[config.mk]
export PLATFORM = sky130hd
export DESIGN_NAME = dual_timer_counter_pair
export DESIGN_NICKNAME = d
export VERILOG_FILES = /design/src/inc/timer_pkg.sv /design/src/rtl/dual_timer_counter_pair.sv /design/src/rtl/pin_sync.sv /design/src/rtl/timer_prescaler.sv
export SDC_FILE = /design/constraint.sdc
export NUM_CORES = 1
export LEC_CHECK = 0
export BUFFER_PORTS_ARGS = -buffer_cell sky130_fd_sc_hd__buf_2
export CORE_AREA = 8 8 121 123
export CTS_BUF_LIST = sky130_fd_sc_hd__clkbuf_4 sky130_fd_sc_hd__clkbuf_8
export CTS_CLUSTER_SIZE = 20
export DETAILED_ROUTE_END_ITERATION = 6
export DIE_AREA = 0 0 129 131
export GPL_TIMING_DRIVEN = 0
export SYNTH_ARGS = -nofsm -noshare
export SYNTH_HDL_FRONTEND = slang
export SYNTH_SLANG_ARGS = --single-unit
[constraint.sdc]
create_clock -name sys_clk_i -period 2.5 [get_ports sys_clk_i]
set_input_delay 0.125 -clock sys_clk_i [delete_from_list [all_inputs] [get_ports sys_clk_i]]
set_output_delay 0.125 -clock sys_clk_i [all_outputs]
set_load 0.01 [all_outputs]
[src/inc/timer_pkg.sv]
// constants and carrier types of the counter/timer pair
// assumes byte-wide registers reached over a plain strobe port
package timer_pkg;
    // register offsets on the strobe port
    localparam int ADDR_W = 4;
    localparam logic [3:0] OFS_A_LOW = 4'h0;
    localparam logic [3:0] OFS_A_HIGH = 4'h1;
    localparam logic [3:0] OFS_B_LOW = 4'h2;
    localparam logic [3:0] OFS_B_HIGH = 4'h3;
    localparam logic [3:0] OFS_RUN_STATUS = 4'h4;
    localparam logic [3:0] OFS_MODE = 4'h5;
    localparam logic [3:0] OFS_CLK_CTRL = 4'h6;
    localparam logic [3:0] OFS_IRQ_EN = 4'h7;
    localparam logic [3:0] OFS_EXT_CFG = 4'h8;
    // run/status register fields
    localparam int RS_TF_B = 7;
    localparam int RS_TR_B = 6;
    localparam int RS_TF_A = 5;
    localparam int RS_TR_A = 4;
    // mode register fields
    localparam int MD_GATE_B = 7;
    localparam int MD_CT_B = 6;
    localparam int MD_MODE_B = 4;
    localparam int MD_GATE_A = 3;
    localparam int MD_CT_A = 2;
    localparam int MD_MODE_A = 0;
    // clock, interrupt enable and gate config fields
    localparam int CK_SYS_B = 3;
    localparam int CK_SYS_A = 2;
    localparam int CK_DIV = 0;
    localparam int IE_EN_A = 1;
    localparam int IE_EN_B = 3;
    localparam int EC_POL_A = 3;
    localparam int EC_POL_B = 7;
    // reset values
    localparam logic [7:0] RST_BYTE = 8'h00;
    // prescaler divide ratios
    localparam int PRESC_W = 6;
    localparam logic [5:0] DIV_12 = 6'h0C;
    localparam logic [5:0] DIV_4 = 6'h04;
    localparam logic [5:0] DIV_48 = 6'h30;
    localparam logic [5:0] DIV_EXT = 6'h08;
    // prescaler select codes
    localparam logic [1:0] SEL_12 = 2'h0;
    localparam logic [1:0] SEL_4 = 2'h1;
    localparam logic [1:0] SEL_48 = 2'h2;
    localparam logic [1:0] SEL_EXT = 2'h3;
    // synchronised pin lanes
    localparam int PIN_N = 5;
    localparam int PIN_CNT_A = 0;
    localparam int PIN_CNT_B = 1;
    localparam int PIN_IRQ_A = 2;
    localparam int PIN_IRQ_B = 3;
    localparam int PIN_EXT_CLK = 4;

    // timer operating modes
    typedef enum logic [1:0] {
        MODE_13 = 2'h0,
        MODE_16 = 2'h1,
        MODE_RELOAD = 2'h2,
        MODE_SPLIT = 2'h3
    } timer_mode_t;

    // one register port request
    typedef struct packed {
        logic [3:0] addr;
        logic [7:0] wdata;
        logic wr;
        logic rd;
    } reg_req_t;

    // result of one counting step
    typedef struct packed {
        logic ovf;
        logic [7:0] lo;
        logic [7:0] hi;
    } cnt_t;
endpackage : timer_pkg

[src/rtl/dual_timer_counter_pair.sv]
// two counter/timers with mode select, shared prescaler, gating and split mode
// assumes a single-cycle strobe register port and asynchronous external pins
// Overview of operation
// (RULE1) each timer is sixteen bits, reached as a low and a high byte
// (RULE2) two mode bits per timer in the mode register pick one of four modes
// (RULE3) 13-bit mode: high byte top eight bits, low byte bits 4..0
// (RULE4) 13-bit wrap from all ones sets the overflow flag and requests an interrupt
// (RULE5) counter select set: count falling edges on the timer's count pin
// (RULE6) counter select clear: system clock or prescaler output, by clock-select bit
// (RULE7) prescaler divides clock by 12, 4, 48, or external clock by 8
// (RULE8) count only while run bit set and gate clear or gate input active
// (RULE9) timer b gates with second external input, polarity from config register
// (RULE10) setting the run bit leaves the count untouched
// (RULE11) software loads the starting count before setting the run bit
// (RULE12) overflow reaches interrupt output only when its enable bit is set
// (RULE13) timer b behaves like timer a with its own bytes and bits; in mode 3 timer b stops instead of splitting
// (RULE14) split mode: timer a becomes two 8-bit counters, low uses timer a bits
// (RULE15) split low counter may use system-derived clock or count pin
// (RULE16) split high counter: internal clock only, timer b run bit and flag
// (RULE17) while split, timer b ignores its pin and never sets its flag
// (RULE18) while split, timer b overflow still leaves as an event
// (RULE19) while split, timer b runs in modes 0 to 2, stops in mode 3
// (RULE20) mode 1 counts sixteen bits, flag on wrap from all ones
// (RULE21) mode 2 counts low byte, reloads it from high byte on overflow
// (RULE22) pins synchronised and edge detected before any counter
`timescale 1ns/1ps
`default_nettype none
module dual_timer_counter_pair (
    // clock and reset
    input wire logic sys_clk_i,
    input wire logic rst_n_i,
    // register port
    input wire timer_pkg::reg_req_t req_i,
    output logic [7:0] rdata_o,
    // external pins
    input wire logic count_a_pin_i,
    input wire logic count_b_pin_i,
    input wire logic ext_irq_a_input_i,
    input wire logic ext_irq_b_input_i,
    input wire logic ext_clk_i,
    // interrupt requests and timer b overflow event
    output logic irq_a_o,
    output logic irq_b_o,
    output logic timer_b_ovf_o
);
    typedef struct packed {
        logic [7:0] timer_a_low_byte;
        logic [7:0] timer_a_high_byte;
        logic [7:0] timer_b_low_byte;
        logic [7:0] timer_b_high_byte;
        logic [7:0] timer_run_status_reg;
        logic [7:0] timer_mode_reg;
        logic [7:0] timer_clock_control;
        logic [7:0] interrupt_enable_reg;
        logic [7:0] ext_irq_config_reg;
        logic [7:0] rdata;
        logic b_ovf_evt;
    } core_t;
    core_t s;
    core_t next_s;

    logic [timer_pkg::PIN_N-1:0] pin_level;
    logic [timer_pkg::PIN_N-1:0] pin_fall;
    logic presc_tick;
    logic [1:0] mode_a;
    logic [1:0] mode_b;
    logic split;
    logic gate_a_ok;
    logic gate_b_ok;
    logic base_a;
    logic base_b;
    logic tick_a;
    logic tick_b;
    logic en_a;
    logic en_b;
    logic en_ah;
    logic count_a;
    logic count_b;
    logic count_ah;
    logic ovf_ah;
    logic set_flag_a;
    logic set_flag_b;
    logic wr_rs;
    timer_pkg::cnt_t cnt_a;
    timer_pkg::cnt_t cnt_b;

    // one counting step; split mode handled by caller
    function automatic timer_pkg::cnt_t step(input logic [1:0] md, input logic [7:0] lo, input logic [7:0] hi);
        timer_pkg::cnt_t r;
        logic [12:0] c13;
        logic [15:0] c16;
        r.ovf = 1'b0;
        r.lo = lo;
        r.hi = hi;
        c13 = {hi, lo[4:0]} + 13'h0001;
        c16 = {hi, lo} + 16'h0001;
        case (md)
            timer_pkg::MODE_13: begin
                // low byte bits 7:5 kept, software masks them
                r.ovf = &{hi, lo[4:0]}; // see (RULE3) see (RULE4)
                r.hi = c13[12:5];
                r.lo = {lo[7:5], c13[4:0]};
            end
            timer_pkg::MODE_16: begin
                r.ovf = &{hi, lo}; // see (RULE20)
                r.hi = c16[15:8];
                r.lo = c16[7:0];
            end
            timer_pkg::MODE_RELOAD: begin
                r.ovf = &lo; // see (RULE21)
                r.lo = r.ovf ? hi : lo + 8'h01;
            end
            default: begin
                r.ovf = 1'b0;
            end
        endcase
        return r;
    endfunction : step

    // all pins through two flip-flops before use
    pin_sync #(
        .WIDTH(timer_pkg::PIN_N)
    ) u_sync (
        .sys_clk_i(sys_clk_i),
        .rst_n_i(rst_n_i),
        .pin_i({ext_clk_i, ext_irq_b_input_i, ext_irq_a_input_i, count_b_pin_i, count_a_pin_i}), // see (RULE22)
        .level_o(pin_level),
        .fall_o(pin_fall)
    );

    // shared prescaler
    timer_prescaler u_presc (
        .sys_clk_i(sys_clk_i),
        .rst_n_i(rst_n_i),
        .sel_i(s.timer_clock_control[timer_pkg::CK_DIV +: 2]), // see (RULE7)
        .ext_fall_i(pin_fall[timer_pkg::PIN_EXT_CLK]),
        .tick_o(presc_tick)
    );

    // mode decode and gating
    always_comb begin
        mode_a = s.timer_mode_reg[timer_pkg::MD_MODE_A +: 2]; // see (RULE2)
        mode_b = s.timer_mode_reg[timer_pkg::MD_MODE_B +: 2]; // see (RULE2)
        split = (mode_a == timer_pkg::MODE_SPLIT); // see (RULE14)
        gate_a_ok = !s.timer_mode_reg[timer_pkg::MD_GATE_A]
            || (pin_level[timer_pkg::PIN_IRQ_A] == s.ext_irq_config_reg[timer_pkg::EC_POL_A]); // see (RULE8)
        gate_b_ok = !s.timer_mode_reg[timer_pkg::MD_GATE_B]
            || (pin_level[timer_pkg::PIN_IRQ_B] == s.ext_irq_config_reg[timer_pkg::EC_POL_B]); // see (RULE9)
        base_a = s.timer_clock_control[timer_pkg::CK_SYS_A] ? 1'b1 : presc_tick; // see (RULE6)
        base_b = s.timer_clock_control[timer_pkg::CK_SYS_B] ? 1'b1 : presc_tick; // see (RULE6) see (RULE13)
        // split low counter keeps timer a's clock choice
        tick_a = s.timer_mode_reg[timer_pkg::MD_CT_A] ? pin_fall[timer_pkg::PIN_CNT_A] : base_a; // see (RULE5) see (RULE15)
        // while split, timer b may not see its pin
        tick_b = (s.timer_mode_reg[timer_pkg::MD_CT_B] && !split) ? pin_fall[timer_pkg::PIN_CNT_B] : base_b; // see (RULE17)
        en_a = s.timer_run_status_reg[timer_pkg::RS_TR_A] && gate_a_ok; // see (RULE8) see (RULE14)
        if (split) begin
            // run control moves into the mode field
            en_b = (mode_b != timer_pkg::MODE_SPLIT); // see (RULE19)
        end else begin
            en_b = s.timer_run_status_reg[timer_pkg::RS_TR_B] && gate_b_ok
                && (mode_b != timer_pkg::MODE_SPLIT); // see (RULE13)
        end
        en_ah = s.timer_run_status_reg[timer_pkg::RS_TR_B]; // see (RULE16)
        count_a = en_a && tick_a;
        count_b = en_b && tick_b;
        count_ah = split && en_ah && base_a; // see (RULE16)
    end

    // counting, register writes and read data
    always_comb begin
        next_s = s;
        ovf_ah = 1'b0;
        cnt_a = '{ovf: 1'b0, lo: s.timer_a_low_byte, hi: s.timer_a_high_byte};
        if (split) begin
            if (count_a) begin
                cnt_a.ovf = &s.timer_a_low_byte; // see (RULE14)
                cnt_a.lo = s.timer_a_low_byte + 8'h01;
            end
            if (count_ah) begin
                ovf_ah = &s.timer_a_high_byte; // see (RULE16)
                cnt_a.hi = s.timer_a_high_byte + 8'h01;
            end
        end else if (count_a) begin
            cnt_a = step(mode_a, s.timer_a_low_byte, s.timer_a_high_byte);
        end
        cnt_b = '{ovf: 1'b0, lo: s.timer_b_low_byte, hi: s.timer_b_high_byte};
        if (count_b) begin
            cnt_b = step(mode_b, s.timer_b_low_byte, s.timer_b_high_byte); // see (RULE13)
        end
        set_flag_a = cnt_a.ovf;
        set_flag_b = split ? ovf_ah : cnt_b.ovf; // see (RULE17)
        next_s.b_ovf_evt = cnt_b.ovf; // see (RULE18)
        next_s.timer_a_low_byte = cnt_a.lo;
        next_s.timer_a_high_byte = cnt_a.hi;
        next_s.timer_b_low_byte = cnt_b.lo;
        next_s.timer_b_high_byte = cnt_b.hi;
        wr_rs = req_i.wr && (req_i.addr == timer_pkg::OFS_RUN_STATUS);
        // a byte write beats that cycle's increment
        if (req_i.wr) begin
            case (req_i.addr)
                timer_pkg::OFS_A_LOW: next_s.timer_a_low_byte = req_i.wdata; // see (RULE1)
                timer_pkg::OFS_A_HIGH: next_s.timer_a_high_byte = req_i.wdata; // see (RULE1)
                timer_pkg::OFS_B_LOW: next_s.timer_b_low_byte = req_i.wdata;
                timer_pkg::OFS_B_HIGH: next_s.timer_b_high_byte = req_i.wdata;
                // run bit only enables, count untouched
                timer_pkg::OFS_RUN_STATUS: next_s.timer_run_status_reg = req_i.wdata; // see (RULE10)
                timer_pkg::OFS_MODE: next_s.timer_mode_reg = req_i.wdata;
                timer_pkg::OFS_CLK_CTRL: next_s.timer_clock_control = req_i.wdata;
                timer_pkg::OFS_IRQ_EN: next_s.interrupt_enable_reg = req_i.wdata;
                timer_pkg::OFS_EXT_CFG: next_s.ext_irq_config_reg = req_i.wdata;
                default: begin
                end
            endcase
        end
        // hardware set beats a same-cycle software clear
        next_s.timer_run_status_reg[timer_pkg::RS_TF_A] = set_flag_a
            || (wr_rs ? req_i.wdata[timer_pkg::RS_TF_A] : s.timer_run_status_reg[timer_pkg::RS_TF_A]); // see (RULE4)
        next_s.timer_run_status_reg[timer_pkg::RS_TF_B] = set_flag_b
            || (wr_rs ? req_i.wdata[timer_pkg::RS_TF_B] : s.timer_run_status_reg[timer_pkg::RS_TF_B]); // see (RULE16)
        next_s.rdata = 8'h00;
        if (req_i.rd) begin
            case (req_i.addr)
                timer_pkg::OFS_A_LOW: next_s.rdata = s.timer_a_low_byte;
                timer_pkg::OFS_A_HIGH: next_s.rdata = s.timer_a_high_byte;
                timer_pkg::OFS_B_LOW: next_s.rdata = s.timer_b_low_byte;
                timer_pkg::OFS_B_HIGH: next_s.rdata = s.timer_b_high_byte;
                timer_pkg::OFS_RUN_STATUS: next_s.rdata = s.timer_run_status_reg;
                timer_pkg::OFS_MODE: next_s.rdata = s.timer_mode_reg;
                timer_pkg::OFS_CLK_CTRL: next_s.rdata = s.timer_clock_control;
                timer_pkg::OFS_IRQ_EN: next_s.rdata = s.interrupt_enable_reg;
                timer_pkg::OFS_EXT_CFG: next_s.rdata = s.ext_irq_config_reg;
                default: next_s.rdata = 8'h00;
            endcase
        end
    end

    always_ff @(posedge sys_clk_i) begin
        if (!rst_n_i) begin
            s <= '0;
        end else begin
            s <= next_s;
        end
    end

    // outputs; flags stay until software clears them
    assign rdata_o = s.rdata;
    assign irq_a_o = s.timer_run_status_reg[timer_pkg::RS_TF_A] && s.interrupt_enable_reg[timer_pkg::IE_EN_A]; // see (RULE12)
    assign irq_b_o = s.timer_run_status_reg[timer_pkg::RS_TF_B] && s.interrupt_enable_reg[timer_pkg::IE_EN_B]; // see (RULE12)
    assign timer_b_ovf_o = s.b_ovf_evt;
endmodule : dual_timer_counter_pair
`default_nettype wire

[src/rtl/pin_sync.sv]
// two-stage synchronisers with falling edge detect, one lane per pin
// assumes pins are asynchronous to sys_clk_i
`timescale 1ns/1ps
`default_nettype none
module pin_sync #(
    parameter int WIDTH = 5
) (
    // clock and reset
    input wire logic sys_clk_i,
    input wire logic rst_n_i,
    // raw pins
    input wire logic [WIDTH-1:0] pin_i,
    // synchronised level and falling edge pulse
    output logic [WIDTH-1:0] level_o,
    output logic [WIDTH-1:0] fall_o
);
    typedef struct packed {
        logic [WIDTH-1:0] meta;
        logic [WIDTH-1:0] sync;
        logic [WIDTH-1:0] prev;
    } sync_t;
    sync_t s;
    sync_t next_s;

    // meta stage is read only by the sync stage
    always_comb begin
        next_s.meta = pin_i;
        next_s.sync = s.meta;
        next_s.prev = s.sync;
    end

    always_ff @(posedge sys_clk_i) begin
        if (!rst_n_i) begin
            s <= '0;
        end else begin
            s <= next_s;
        end
    end

    // edges come from the settled stages only
    for (genvar i = 0; i < WIDTH; i++) begin : g_lane
        assign level_o[i] = s.sync[i];
        assign fall_o[i] = s.prev[i] & ~s.sync[i];
    end
endmodule : pin_sync
`default_nettype wire

[src/rtl/timer_prescaler.sv]
// shared prescaler: one-cycle tick per 12, 4 or 48 clocks or 8 external falls
// assumes ext_fall_i is already synchronised
`timescale 1ns/1ps
`default_nettype none
module timer_prescaler (
    // clock and reset
    input wire logic sys_clk_i,
    input wire logic rst_n_i,
    // control
    input wire logic [1:0] sel_i,
    input wire logic ext_fall_i,
    // output
    output logic tick_o
);
    typedef struct packed {
        logic [timer_pkg::PRESC_W-1:0] cnt;
        logic tick;
    } presc_t;
    presc_t s;
    presc_t next_s;
    logic [timer_pkg::PRESC_W-1:0] limit;
    logic step;

    // ratio decode; a count beyond a new, smaller ratio wraps on its next step
    always_comb begin
        case (sel_i)
            timer_pkg::SEL_12: limit = timer_pkg::DIV_12;
            timer_pkg::SEL_4: limit = timer_pkg::DIV_4;
            timer_pkg::SEL_48: limit = timer_pkg::DIV_48;
            default: limit = timer_pkg::DIV_EXT;
        endcase
        step = (sel_i == timer_pkg::SEL_EXT) ? ext_fall_i : 1'b1;
        next_s = s;
        next_s.tick = 1'b0;
        if (step) begin
            if (s.cnt >= limit - 6'h01) begin
                next_s.cnt = '0;
                next_s.tick = 1'b1;
            end else begin
                next_s.cnt = s.cnt + 6'h01;
            end
        end
    end

    always_ff @(posedge sys_clk_i) begin
        if (!rst_n_i) begin
            s <= '0;
        end else begin
            s <= next_s;
        end
    end

    assign tick_o = s.tick;
endmodule : timer_prescaler

==> reports/qor_table.md, run 1 <==
| Stage | Item | This run |
| --- | --- | --- |
| finish | Number of fillers in the final layout | 1291 |
| logic synthesis | Post-synthesis instance area | 0.005605 mm² |
| placement | Buffers on Ports | 22 |
| logic synthesis | Top cells by count, synth | 105 x sky130_fd_sc_hd__nand2_1, 101 x sky130_fd_sc_hd__dfxtp_1, 86 x sky130_fd_sc_hd__a21oi_1 |
| sta | Worst Max-Slew Pin Slew | 0.9659 ns |
| clocking | Maximum level of the CTS H-tree | 3 |
| placement | Routability Congestion | 0.9195 |
| logic synthesis | Synth warn | 0 |
| global routing | Overall routing resource usage | 23.89% |
| logic synthesis | Number of register bits inferred by synthesis | 101 |
| logic synthesis | Part of the Yosys area used for sequential elements | 36.07% |
| clocking | Clock sink count | 101 |
| drt | DRC violations left | 0 |
| die | Die outline area | 0.01690 mm² |
| global routing | Vias in the first global route | 5316 |
| drt | Routed vias | 5729 |
| logic synthesis | Largest area contributor in the netlist | sky130_fd_sc_hd__dfxtp_1 |
| setup path | Critical path arrival | 2.75 ns |
| finish | Final nets | 802 |
| logic synthesis | Syn Area/Cell | 7.647 µm² |
| placement | HPWL after detailed placement | 14190 µm |
| drt | Count of nets left with antenna violations after detail routing | 0 |
| setup path | Cells along the critical path | clkbuf_2 > nand2_1 > a32oi_2 > o21ai_1 > a21oi_1 > o311ai_0 > a31oi_1 |
| logic synthesis | Primary flip-flop cell chosen by synthesis mapping | sky130_fd_sc_hd__dfxtp_1 |
| die | Placeable Area | 0.01287 mm² |
| finish | Layout cells sized above 1 | 9.806% |
| sta | Slew Limit Fails | 0 |
| logic synthesis | Net count after synthesis | 764 |
| sta | Final hold vios | 0 |
| drt | Number of iterations in the first detailed-routing pass | 5 |
| flow run | Max-cap viol count | 0 |
| drt | Total Routed Length | 19610 µm |
| placement | Pre-CTS WS | 0.1585 ns |
| clocking | Post-CTS setup repair buffer count | 0 |
| setup path | Stage delay of the slowest cell on the critical path | 0.57 ns |
| setup path | Critical path data required time | 2.83 ns |
| global routing | Number of antenna violations at the first check in global routing | 0 |
| setup path | Number of buffer and inverter instances along the worst setup path | 1 |
| power | Leak | 2.110 nW |
| logic synthesis | Async set-or-reset flop fraction in the synthesized netlist | 0% |
| logic synthesis | Cell types occupying the most area after synthesis | sky130_fd_sc_hd__dfxtp_1 36%, sky130_fd_sc_hd__a21oi_1 7.7%, sky130_fd_sc_hd__nand2_1 7.0%, sky130_fd_sc_hd__o21ai_0 6.3%, sky130_fd_sc_hd__mux2i_1 3.2% |
| worst hold path | Worst Min Path Start | rst_n_i |
| outcome | Run status | completed |
| sta | Max transition margin | 35.32% |
| sta | Sum of negative setup slack | 0 ns |
| sta | Fin crit share | 96.79% |
| logic synthesis | Share of Yosys cell area claimed by the top area cell type | 36.07% |
| power | Power per standard cell area | 482.7 mW/mm² |
| setup path | Timing startpoint of the critical path | mode_a[0]$_SDFFE_PN0P_ |
| die | Die outline width | 129 µm |
| clocking | TritonCTS clock tree | done |
| sta | Final count of negative-setup-slack endpoints | 0 |
| sta | Maximum achievable frequency | 413.3 MHz |
| setup path | Crit start category | flop |
| setup path | Kind of end point of the critical path | flop |
| sta | Setup skew after layout | 0.01376 ns |
| die | Number of I/O pins | 32 |
| drt | Iteration-0 DRC Markers | 807 |
| drt | Number of vias per cell | 6.024 |
| sta | Setup repair after global routing missed its margin | no |
| worst hold path | Class of the most critical hold timing path | input port to flop |
| logic synthesis | Number of enable-type register cells in the synthesized netlist | 0 |
| setup path | Worst path top cell family by delay | compound AO/OA/AOI/OAI gates |
| finish | Area added between synthesis and finish | 10.07% |
| logic synthesis | Number of unique standard cell types used by synthesis | 65 |
| logic synthesis | Most frequent cell after synthesis | sky130_fd_sc_hd__nand2_1 |
| setup path | Maximum fanout along the worst path | 8 |
| die | Starting density of the core | 43.54% |
| power | IR Drop Worst-Case VDD | 0.4701 mV |
| drt | Drt wl/cell | 20.62 µm |
| setup path | Start-to-end type of the worst setup path | flop to flop |
| die | Vertical extent of the die | 131 µm |
| logic synthesis | Mapped Cells | 733 |
| clocking | CTS Buf Count | 9 |
| sta | Final critical-path required period | 2.420 ns |
| sta | Final setup margin | 0.08031 ns |
| global routing | First-pass GRT wire length | 30500 µm |
| finish | Diodes inserted | 0 |
| setup path | Worst path slowest cell | sky130_fd_sc_hd__a21oi_1 |
| die | Std-Cell Rows | 42 |
| global routing | Maximum number of pins on one net before global-route repair | 17 |
| clocking | Clock transition at the register clock pins on the worst setup and hold paths after CTS | 0.10 ns |
| clocking | Cell at the root of the clock tree | sky130_fd_sc_hd__clkbuf_8 |
| global routing | Final global-route overflow total | 0 |
| clocking | Clock latency of the later-clocked register in the worst-skew pair | 0.40 ns |
| setup path | Worst flop-to-flop path startpoint | mode_a[0]$_SDFFE_PN0P_ |
| clocking | CTS max path bufs | 2 |
## metrics by stage
step           hold WS (ns)  util (%)  std cells  power [mW]  area [µm²]
6_report             0.1148     47.92        951       2.978        6170
5_1_grt              0.1525     47.92        951       3.092        6170
3_5_place_dp         0.3345     46.10        931       1.994        5936
2_1_floorplan        0.2523         -        733       1.880        5605
4_1_cts             0.08997     47.88        951       2.988        6165
3_3_place_gp         0.3347     46.10        931       1.992        5936
## state kept, by name, indices dropped and copies added (netlist names)
register / cells
en_ah: 1
mode_a: 2
mode_b: 2
rdata_o: 8
s: 67
timer_b_ovf_o: 1
u_presc.s: 6
u_presc.tick_o: 1
u_sync.level_o: 5
u_sync.next_s: 5
u_sync.s: 3
## timing repair
item,4_1_cts,5_1_grt
hold buffers,5,0
endpoints found under the hold margin,5,0
endpoints found under the setup margin,0,2
resized for setup,0,3
## power by group
part | total [mW] | switching, mW | internal (mW) | leakage (nW)
logic | 0.289 | 0.200 | 0.0897 | 1.20
clock network | 1.01 | 0.602 | 0.404 | 0.0947
registers | 1.68 | 0.0388 | 1.64 | 0.819
total | 2.98 | 0.840 | 2.14 | 2.11
## placed cells by master, fill, tap and decap left out, types with 10 or more instances in the layout
cell type / count
sky130_fd_sc_hd__and2_1: 21
sky130_fd_sc_hd__clkbuf_1: 36
sky130_fd_sc_hd__a31oi_1: 12
sky130_fd_sc_hd__dfxtp_1: 100
sky130_fd_sc_hd__o21ai_0: 71
sky130_fd_sc_hd__a21oi_1: 86
sky130_fd_sc_hd__nor3_1: 16
sky130_fd_sc_hd__nand3_1: 36
sky130_fd_sc_hd__nand2_1: 105
sky130_fd_sc_hd__buf_2: 27
sky130_fd_sc_hd__nor2_1: 45
sky130_fd_sc_hd__xnor2_1: 13
sky130_fd_sc_hd__clkbuf_8: 10
sky130_fd_sc_hd__inv_1: 13
sky130_fd_sc_hd__mux2i_1: 18
## cell type report
class	instances	area (µm²)	area share (%)
inverter	14	52.55	0.8518
multi-input combinational	562	3286	53.25
timing repair buffer	27	160.2	2.596
clock inverter	4	33.78	0.5476
sequential	101	2023	32.79
clock buffer	11	145.1	2.352
buffer	56	249.0	4.036
tap	176	220.2	3.569
## tightest hold or removal path, delay by kind of cell
family                 cells  cell delay [ns]
buffers and inverters      2             0.22
AOI/OAI and AO/OA          1             0.13
## layer usage
metal | share of wire [%] | GRT usage (%) | up-vias
met1 | 44 | 32.52 | 2713
met3 | 8.2 | 4.180 | 53
met5 | 0 | 0 | -
met2 | 44 | 36.51 | 279
met4 | 3.5 | 9.952 | 0
li1 | - | - | 2684
## final timing paths
check | cells past startpoint | end | slack [ns]
max | 7 | s[48]$_SDFF_PN0_ | 0.08
min | 3 | s[68]$_SDFF_PN0_ | 0.11
min reg2reg | 1 | u_sync.level_o[1]$_SDFF_PN0_ | 0.44
max reg2reg | 7 | s[48]$_SDFF_PN0_ | 0.08
## cells by family after synthesis
kind of cell	after synthesis	synth area share, %
AOI/OAI and AO/OA	229	24.29
xor gates and xnor gates	22	3.438
adders and majority gates	10	2.232
buffers and inverters	70	5.379
DFF	101	36.07
muxes	26	5.022
other	1	0.06690
and+or+nand+nor	274	23.50
Note: power is estimated with default switching activity, not from simulation.
==> run 2, diff against run 1 <==
MAX_ROUTING_LAYER = met4   (was not set)
==> run 2 against run 1 <==
Against the previous run:
- routed wire length increased by 2.1%
- worst hold slack got worse by 0.00071 ns
- sequential share of layout area decreased by 0.093 points
- clock power increased by 4%
- combinational power about the same
- cell count increased by 0.11%
- critical path type unchanged
- critical endpoint is now s[62]$_SDFF_PN0_
- highest routed layer unchanged
==> reports/qor_table.md, run 2 (synthesized netlist as in run 1, its figures left out) <==
| Stage | Item | This run | Change |
| --- | --- | --- | --- |
| power | IR Drop Worst-Case VDD | 0.4111 mV | -13% |
| drt | Routed vias | 5744 | +0.26% |
| finish | Diodes inserted | 0 | unchanged |
| clocking | Clock latency of the later-clocked register in the worst-skew pair | 0.39 ns | about the same |
| power | Relative contribution of combinational cells to total power | 9.6% | about the same |
| sta | Final hold vios | 0 | unchanged |
| drt | DRC violations left | 0 | unchanged |
| power | Seq pwr share | 55.7% | -0.8 points |
| setup path | Setup slack on the worst flop-to-flop path | 0.17 ns | +0.09 ns |
| finish | Final nets | 802 | unchanged |
| sta | Minimum hold slack | 0.1141 ns | -0.0007080 ns |
| die | Placeable Area | 0.01287 mm² | unchanged |
| clocking | Clock transition at the register clock pins on the worst setup and hold paths after CTS | 0.11 ns | about the same |
| power | Power per standard cell area | 488.6 mW/mm² | +1.2% |
| finish | Layout cells sized above 1 | 10.05% | +0.25 points |
| drt | Number of vias per cell | 6.034 | +0.16% |
| clocking | Cell at the root of the clock tree | sky130_fd_sc_hd__clkbuf_8 |  |
| power | Net load switching power | 0.8823 mW | +5.0% |
| finish | Register containing the most flip-flops in the final layout | s |  |
| drt | Drt wl/cell | 21.03 µm | +2.0% |
| finish | Leading cell types in the layout, fill and taps excluded | 105 x sky130_fd_sc_hd__nand2_1, 100 x sky130_fd_sc_hd__dfxtp_1, 85 x sky130_fd_sc_hd__a21oi_1 |  |
| placement | HPWL after detailed placement | 14480 µm | +2.0% |
| clocking | Clock sink count | 101 | unchanged |
| clocking | Maximum level of the CTS H-tree | 3 | unchanged |
| setup path | Start-to-end type of the worst setup path | flop to flop |  |
| die | Vertical extent of the die | 131 µm | unchanged |
| setup path | Endpoint of the worst register-to-register path | s[62]$_SDFF_PN0_ |  |
| die | Starting density of the core | 43.54% | unchanged |
| global routing | Final global-route overflow total | 0 | unchanged |
| setup path | Maximum fanout along the worst path | 7 | -1 |
| die | Die outline width | 129 µm | unchanged |
| placement | Buffers on Ports | 22 | unchanged |
| power | Sw Ratio | 29.19% | +0.97 points |
| global routing | Maximum number of pins on one net before global-route repair | 19 | +2 |
| worst hold path | Min-Delay Endpoint | s[68]$_SDFF_PN0_ |  |
| finish | Area added between synthesis and finish | 10.38% |  |
| setup path | R2r worst-path depth | 8 | +1 |
| clocking | Post-CTS setup repair buffer count | 0 | unchanged |
| die | Number of I/O pins | 32 | unchanged |
| setup path | Kind of end point of the critical path | flop |  |
| finish | Number of flip-flops under the largest register name | 67 | unchanged |
| power | Clk pwr share | 34.7% | +0.9 points |
| sta | Setup skew after layout | 0.01265 ns | -0.001109 ns |
| global routing | Number of antenna violations at the first check in global routing | 0 | unchanged |
| drt | Iteration-0 DRC Markers | 707 | -12% |
| sta | Worst Max-Slew Pin Slew | 0.9403 ns | -0.02566 ns |
| sta | Max transition margin | 37.04% | +1.7 points |
| global routing | Overall routing resource usage | 25.05% | +1.2 points |
| worst hold path | Worst Min Path Start | rst_n_i |  |
| drt | Total Routed Length | 20020 µm | +2.1% |
| outcome | Run status | completed |  |
| worst hold path | Hold Crit Depth | 3 | unchanged |
| sta | Final critical-path required period | 2.331 ns | -0.08835 ns |
| setup path | Worst flop-to-flop path startpoint | s[58]$_SDFF_PN0_ |  |
| sta | Maximum achievable frequency | 428.9 MHz | +3.8% |
| sta | Slew Limit Fails | 0 | unchanged |
| global routing | First-pass GRT wire length | 30620 µm | +0.41% |
| drt | Number of iterations in the first detailed-routing pass | 5 | unchanged |
| power | Internal Pwr Total | 2.140 mW | +0.13% |
| power | Leak | 2.111 nW | about the same |
| drt | Count of nets left with antenna violations after detail routing | 0 | unchanged |
| clocking | CTS Buf Count | 9 | unchanged |
| clocking | CTS max path bufs | 2 | unchanged |
| sta | Fin crit share | 93.25% | -3.5 points |
| setup path | Critical path arrival | 2.67 ns | -0.08 ns |
| finish | Most frequent standard cell in the layout excluding fill and tap cells | sky130_fd_sc_hd__nand2_1 |  |
| worst hold path | Class of the most critical hold timing path | input port to flop |  |
| setup path | Crit start category | flop |  |
| flow run | Max-cap viol count | 0 | unchanged |
| sta | Sum of negative setup slack | 0 ns | unchanged |
| die | Die outline area | 0.01690 mm² | unchanged |
| die | Std-Cell Rows | 42 | unchanged |
| sta | Setup repair after global routing missed its margin | no |  |
| global routing | Vias in the first global route | 5306 | -0.19% |
| sta | Final count of negative-setup-slack endpoints | 0 | unchanged |
| clocking | TritonCTS clock tree | done |  |
| placement | Routability Congestion | 0.9489 | +3.2% |
| setup path | Critical path data required time | 2.83 ns | about the same |
## run 2: changes by cell type in the layout (fill, tap and decap cells not counted), sizes merged
cell | before | now
inv | 15 | 17
clkbuf | 49 | 48
clkinv | 3 | 2
clkinvlp | 0 | 1
## run 2: final cells by class
type | count | area [µm²]
Buffer | 56 | 249.0
Clock buffer | 10 | 137.6
Clock inverter | 6 | 55.05
Fill cell | 1328 | 6688
Inverter | 14 | 52.55
Multi-Input combinational cell | 562 | 3289
Sequential cell | 101 | 2023
Tap cell | 176 | 220.2
Timing Repair Buffer | 27 | 160.2
## run 2: critical path: stages (launching register included)
cell	delay, ns
sky130_fd_sc_hd__dfxtp_1	0.45
sky130_fd_sc_hd__ha_2	0.31
sky130_fd_sc_hd__nand3_1	0.16
sky130_fd_sc_hd__or2_2	0.31
sky130_fd_sc_hd__clkbuf_1	0.18
sky130_fd_sc_hd__mux2i_1	0.15
sky130_fd_sc_hd__a2111oi_1	0.45
sky130_fd_sc_hd__a21oi_1	0.10
sky130_fd_sc_hd__a21oi_1	0.17
## run 2: timing repair
action | 4_1_cts | 5_1_grt
hold endpoints to repair | 5 | 0
hold buffers | 5 | 0
gates resized for setup | 0 | 4
setup endpoints to repair | 0 | 3
## run 2: worst max-delay path by stage
stage                startpoint               end  slack, ns  depth (start not counted)
5_1_grt        s[58]$_SDFF_PN0_  s[62]$_SDFF_PN0_       0.04                          8
3_3_place_gp   s[57]$_SDFF_PN0_  s[62]$_SDFF_PN0_       0.17                          8
4_1_cts        s[57]$_SDFF_PN0_  s[62]$_SDFF_PN0_       0.05                          8
3_5_place_dp   s[57]$_SDFF_PN0_  s[62]$_SDFF_PN0_       0.09                          8
2_1_floorplan  s[57]$_SDFF_PN0_  s[62]$_SDFF_PN0_       0.51                          8
6_report       s[58]$_SDFF_PN0_  s[62]$_SDFF_PN0_       0.17                          8
## run 2: metal layers
layer | wire length [µm] | vias to the layer above | part of all wire (%) | GRT usage [%]
met5 | 0 | - | 0 | -
li1 | - | 2688 | - | -
met1 | 8779 | 2729 | 44 | 32.04
met2 | 8905 | 282 | 44 | 37.68
met4 | 559 | 0 | 2.8 | 9.606
met3 | 1775 | 45 | 8.9 | 5.804
## run 2: power groups by stage
stage	Clock (mW)	Sequential (mW)	Combinational [mW]
final	1.05	1.68	0.291
after global routing	1.14	1.69	0.315
after CTS	1.07	1.68	0.285
after detailed placement	0	1.72	0.278
after global placement	0	1.72	0.275
after floorplan	0	1.70	0.178
## run 2: metrics by stage
step | util, % | setup WS, ns | area [µm²] | cells | power (mW)
final | 48.06 | 0.1687 | 6187 | 952 | 3.023
after global routing | 48.06 | 0.04260 | 6187 | 952 | 3.138
after CTS | 47.99 | 0.05021 | 6178 | 952 | 3.039
after detailed placement | 46.10 | 0.09226 | 5936 | 931 | 1.996
after global placement | 46.10 | 0.1661 | 5936 | 931 | 1.992
after floorplan | - | 0.5115 | 5605 | 733 | 1.880
==> run 3, diff against run 2 <==
PLACE_DENSITY_LB_ADDON = 0.05   (was not set)
==> run 3 against run 2 <==
Against the previous run:
- utilization rose by 0.17 points
- via count is 1.4% lower
- sequential power about the same
- worst hold slack got worse by 0.0075 ns
==> reports/qor_table.md, run 3 (synthesized netlist as in run 1, its figures left out) <==
| Stage | Item | This run | Change |
| --- | --- | --- | --- |
| placement | Buffers on Ports | 22 | unchanged |
| drt | Iteration-0 DRC Markers | 573 | -19% |
| outcome | Run status | completed |  |
| die | Die outline width | 129 µm | unchanged |
| setup path | Worst flop-to-flop path startpoint | s[58]$_SDFF_PN0_ |  |
| clocking | Cell at the root of the clock tree | sky130_fd_sc_hd__clkbuf_8 |  |
| clocking | CTS max path bufs | 2 | unchanged |
| drt | Routed vias | 5661 | -1.4% |
| setup path | Maximum fanout along the worst path | 7 | unchanged |
| power | Internal Pwr Total | 2.226 mW | +4.0% |
| sta | Setup repair after global routing missed its margin | no |  |
| finish | Footprint of the flip-flops and latches | 0.002023 mm² | unchanged |
| sta | Final count of negative-setup-slack endpoints | 0 | unchanged |
| finish | Leading cell types in the layout, fill and taps excluded | 105 x sky130_fd_sc_hd__nand2_1, 100 x sky130_fd_sc_hd__dfxtp_1, 85 x sky130_fd_sc_hd__a21oi_1 |  |
| clocking | Maximum level of the CTS H-tree | 3 | unchanged |
| drt | Total Routed Length | 19860 µm | -0.80% |
| global routing | Final global-route overflow total | 0 | unchanged |
| sta | Final critical-path required period | 2.364 ns | +0.03301 ns |
| setup path | Crit start category | flop |  |
| die | Number of I/O pins | 32 | unchanged |
| clocking | Clock sink count | 101 | unchanged |
| clocking | CTS Buf Count | 9 | unchanged |
| global routing | First-pass GRT wire length | 30420 µm | -0.65% |
| sta | Setup skew after layout | 0.01688 ns | +0.004231 ns |
| global routing | Maximum number of pins on one net before global-route repair | 19 | unchanged |
| finish | Most frequent standard cell in the layout excluding fill and tap cells | sky130_fd_sc_hd__nand2_1 |  |
| global routing | Vias in the first global route | 5223 | -1.6% |
| placement | Routability Congestion | 0.9523 | +0.36% |
| die | Std-Cell Rows | 42 | unchanged |
| global routing | Overall routing resource usage | 24.59% | -0.46 points |
| power | Net load switching power | 0.8798 mW | -0.29% |
| finish | Number of flip-flops under the largest register name | 67 | unchanged |
| power | Power per standard cell area | 500.2 mW/mm² | +2.4% |
| clocking | TritonCTS clock tree | done |  |
| drt | Count of nets left with antenna violations after detail routing | 0 | unchanged |
| clocking | Clock transition at the register clock pins on the worst setup and hold paths after CTS | 0.11 ns | about the same |
| power | Relative contribution of combinational cells to total power | 9.3% | -0.3 points |
| setup path | Destination of the critical timing path | s[62]$_SDFF_PN0_ |  |
| power | Clk pwr share | 36.5% | +1.8 points |
| die | Starting density of the core | 43.54% | unchanged |
| placement | HPWL after detailed placement | 14620 µm | +1.0% |
| sta | Max transition margin | 39.22% | +2.2 points |
| setup path | Setup slack on the worst flop-to-flop path | 0.14 ns | -0.03 ns |
| sta | Maximum achievable frequency | 423.0 MHz | -1.4% |
| finish | Layout cells sized above 1 | 10.18% | +0.13 points |
| finish | Final cell utilization of the core | 48.22% | +0.17 points |
| power | Leak | 2.123 nW | +0.55% |
| worst hold path | Class of the most critical hold timing path | input port to flop |  |
| drt | DRC violations left | 0 | unchanged |
| sta | Final hold vios | 0 | unchanged |
| global routing | Number of antenna violations at the first check in global routing | 0 | unchanged |
| setup path | Critical path data required time | 2.84 ns | about the same |
| clocking | Clock latency of the later-clocked register in the worst-skew pair | 0.40 ns | about the same |
| setup path | Endpoint of the worst register-to-register path | s[62]$_SDFF_PN0_ |  |
| drt | Number of iterations in the first detailed-routing pass | 6 | +1 |
| power | Sw Ratio | 28.33% | -0.86 points |
| drt | Number of vias per cell | 5.946 | -1.4% |
| finish | Final nets | 802 | unchanged |
| die | Placeable Area | 0.01287 mm² | unchanged |
| finish | Number of fillers in the final layout | 1314 | -1.1% |
| die | Vertical extent of the die | 131 µm | unchanged |
| flow run | Max-cap viol count | 0 | unchanged |
| setup path | Kind of end point of the critical path | flop |  |
| sta | Slew Limit Fails | 0 | unchanged |
| sta | Worst Max-Slew Pin Slew | 0.9117 ns | -0.02860 ns |
| setup path | Start-to-end type of the worst setup path | flop to flop |  |
| finish | Area added between synthesis and finish | 10.76% |  |
| sta | Sum of negative setup slack | 0 ns | unchanged |
| setup path | Timing startpoint of the critical path | s[58]$_SDFF_PN0_ |  |
| finish | Area used by multi-input combinational logic | 0.003294 mm² | +0.15% |
| setup path | R2r worst-path depth | 8 | unchanged |
| finish | Diodes inserted | 0 | unchanged |
| die | Die outline area | 0.01690 mm² | unchanged |
| setup path | Critical path arrival | 2.71 ns | +0.04 ns |
| drt | Drt wl/cell | 20.86 µm | -0.80% |
| finish | Register containing the most flip-flops in the final layout | s |  |
| sta | Fin crit share | 94.57% | +1.3 points |
| power | Seq pwr share | 54.2% | -1.5 points |
| power | IR Drop Worst-Case VDD | 0.3878 mV | -5.7% |
## run 3: changes by cell type in the layout (fill, tap and decap cells not counted), sizes merged
cell / change
bufinv: +1
clkinvlp: -1
## run 3: power groups by stage
stage	registers, mW	logic, mW	clock network [mW]
3_3_place_gp	1.72	0.272	0
4_1_cts	1.68	0.284	1.16
3_5_place_dp	1.72	0.277	0
2_1_floorplan	1.70	0.178	0
6_report	1.68	0.289	1.13
5_1_grt	1.69	0.312	1.23
## run 3: worst min path at each step
stage / from / cells past startpoint / slack [ns] / end
floorplan: count_a_pin_i / 1 / 0.25 / u_sync.next_s[5]$_SDFF_PN0_
global placement: count_a_pin_i / 2 / 0.33 / u_sync.next_s[5]$_SDFF_PN0_
detailed placement: ext_irq_b_input_i / 2 / 0.34 / u_sync.next_s[8]$_SDFF_PN0_
CTS: rst_n_i / 3 / 0.09 / s[65]$_SDFF_PN0_
global route: rst_n_i / 3 / 0.11 / s[65]$_SDFF_PN0_
finish: rst_n_i / 3 / 0.11 / s[65]$_SDFF_PN0_
## run 3: timing repair
action / CTS / global route
gates resized for setup: 2 / 3
setup endpoints to repair: 1 / 2
hold buffers: 5 / 0
setup buffers: 0 / 0
hold endpoints to repair: 5 / 0
## run 3: critical path, stage by stage (launching register included)
cell and delay, ns:
sky130_fd_sc_hd__dfxtp_1 0.46, sky130_fd_sc_hd__ha_2 0.32, sky130_fd_sc_hd__nand3_1 0.16, sky130_fd_sc_hd__or2_2 0.31, sky130_fd_sc_hd__clkbuf_1 0.19, sky130_fd_sc_hd__mux2i_1 0.17, sky130_fd_sc_hd__a2111oi_2 0.46, sky130_fd_sc_hd__a21oi_1 0.08
sky130_fd_sc_hd__a21oi_1 0.16
## run 3: layout make-up
cell class / instances / area share, %
inverter: 14 / 0.8464
clock buffer: 10 / 2.116
clock inverter: 6 / 1.249
sequential: 101 / 32.59
multi-input combinational: 562 / 53.06
buffer: 56 / 4.010
tap: 176 / 3.547
timing repair buffer: 27 / 2.580
## run 3: metrics by stage
step	area (µm²)	instances	total power, mW	setup WS [ns]	hold WS, ns
floorplan	5605	733	1.880	0.5115	0.2523
global placement	5936	931	1.990	-0.05382	0.3301
detailed placement	5936	931	1.996	-0.09038	0.3378
CTS	6198	952	3.123	0.02073	0.09493
global route	6208	952	3.226	0.03635	0.1072
finish	6208	952	3.105	0.1357	0.1066
## run 3: routing by layer
| metal | global-route usage, % | vias to the layer above | routed length [µm] |
|---|---|---|---|
| li1 | - | 2689 | - |
| met1 | 30.53 | 2719 | 8993 |
| met2 | 39.29 | 215 | 9215 |
| met3 | 4.951 | 38 | 1144 |
| met4 | 8.293 | 0 | 506 |
| met5 | - | - | 0 |
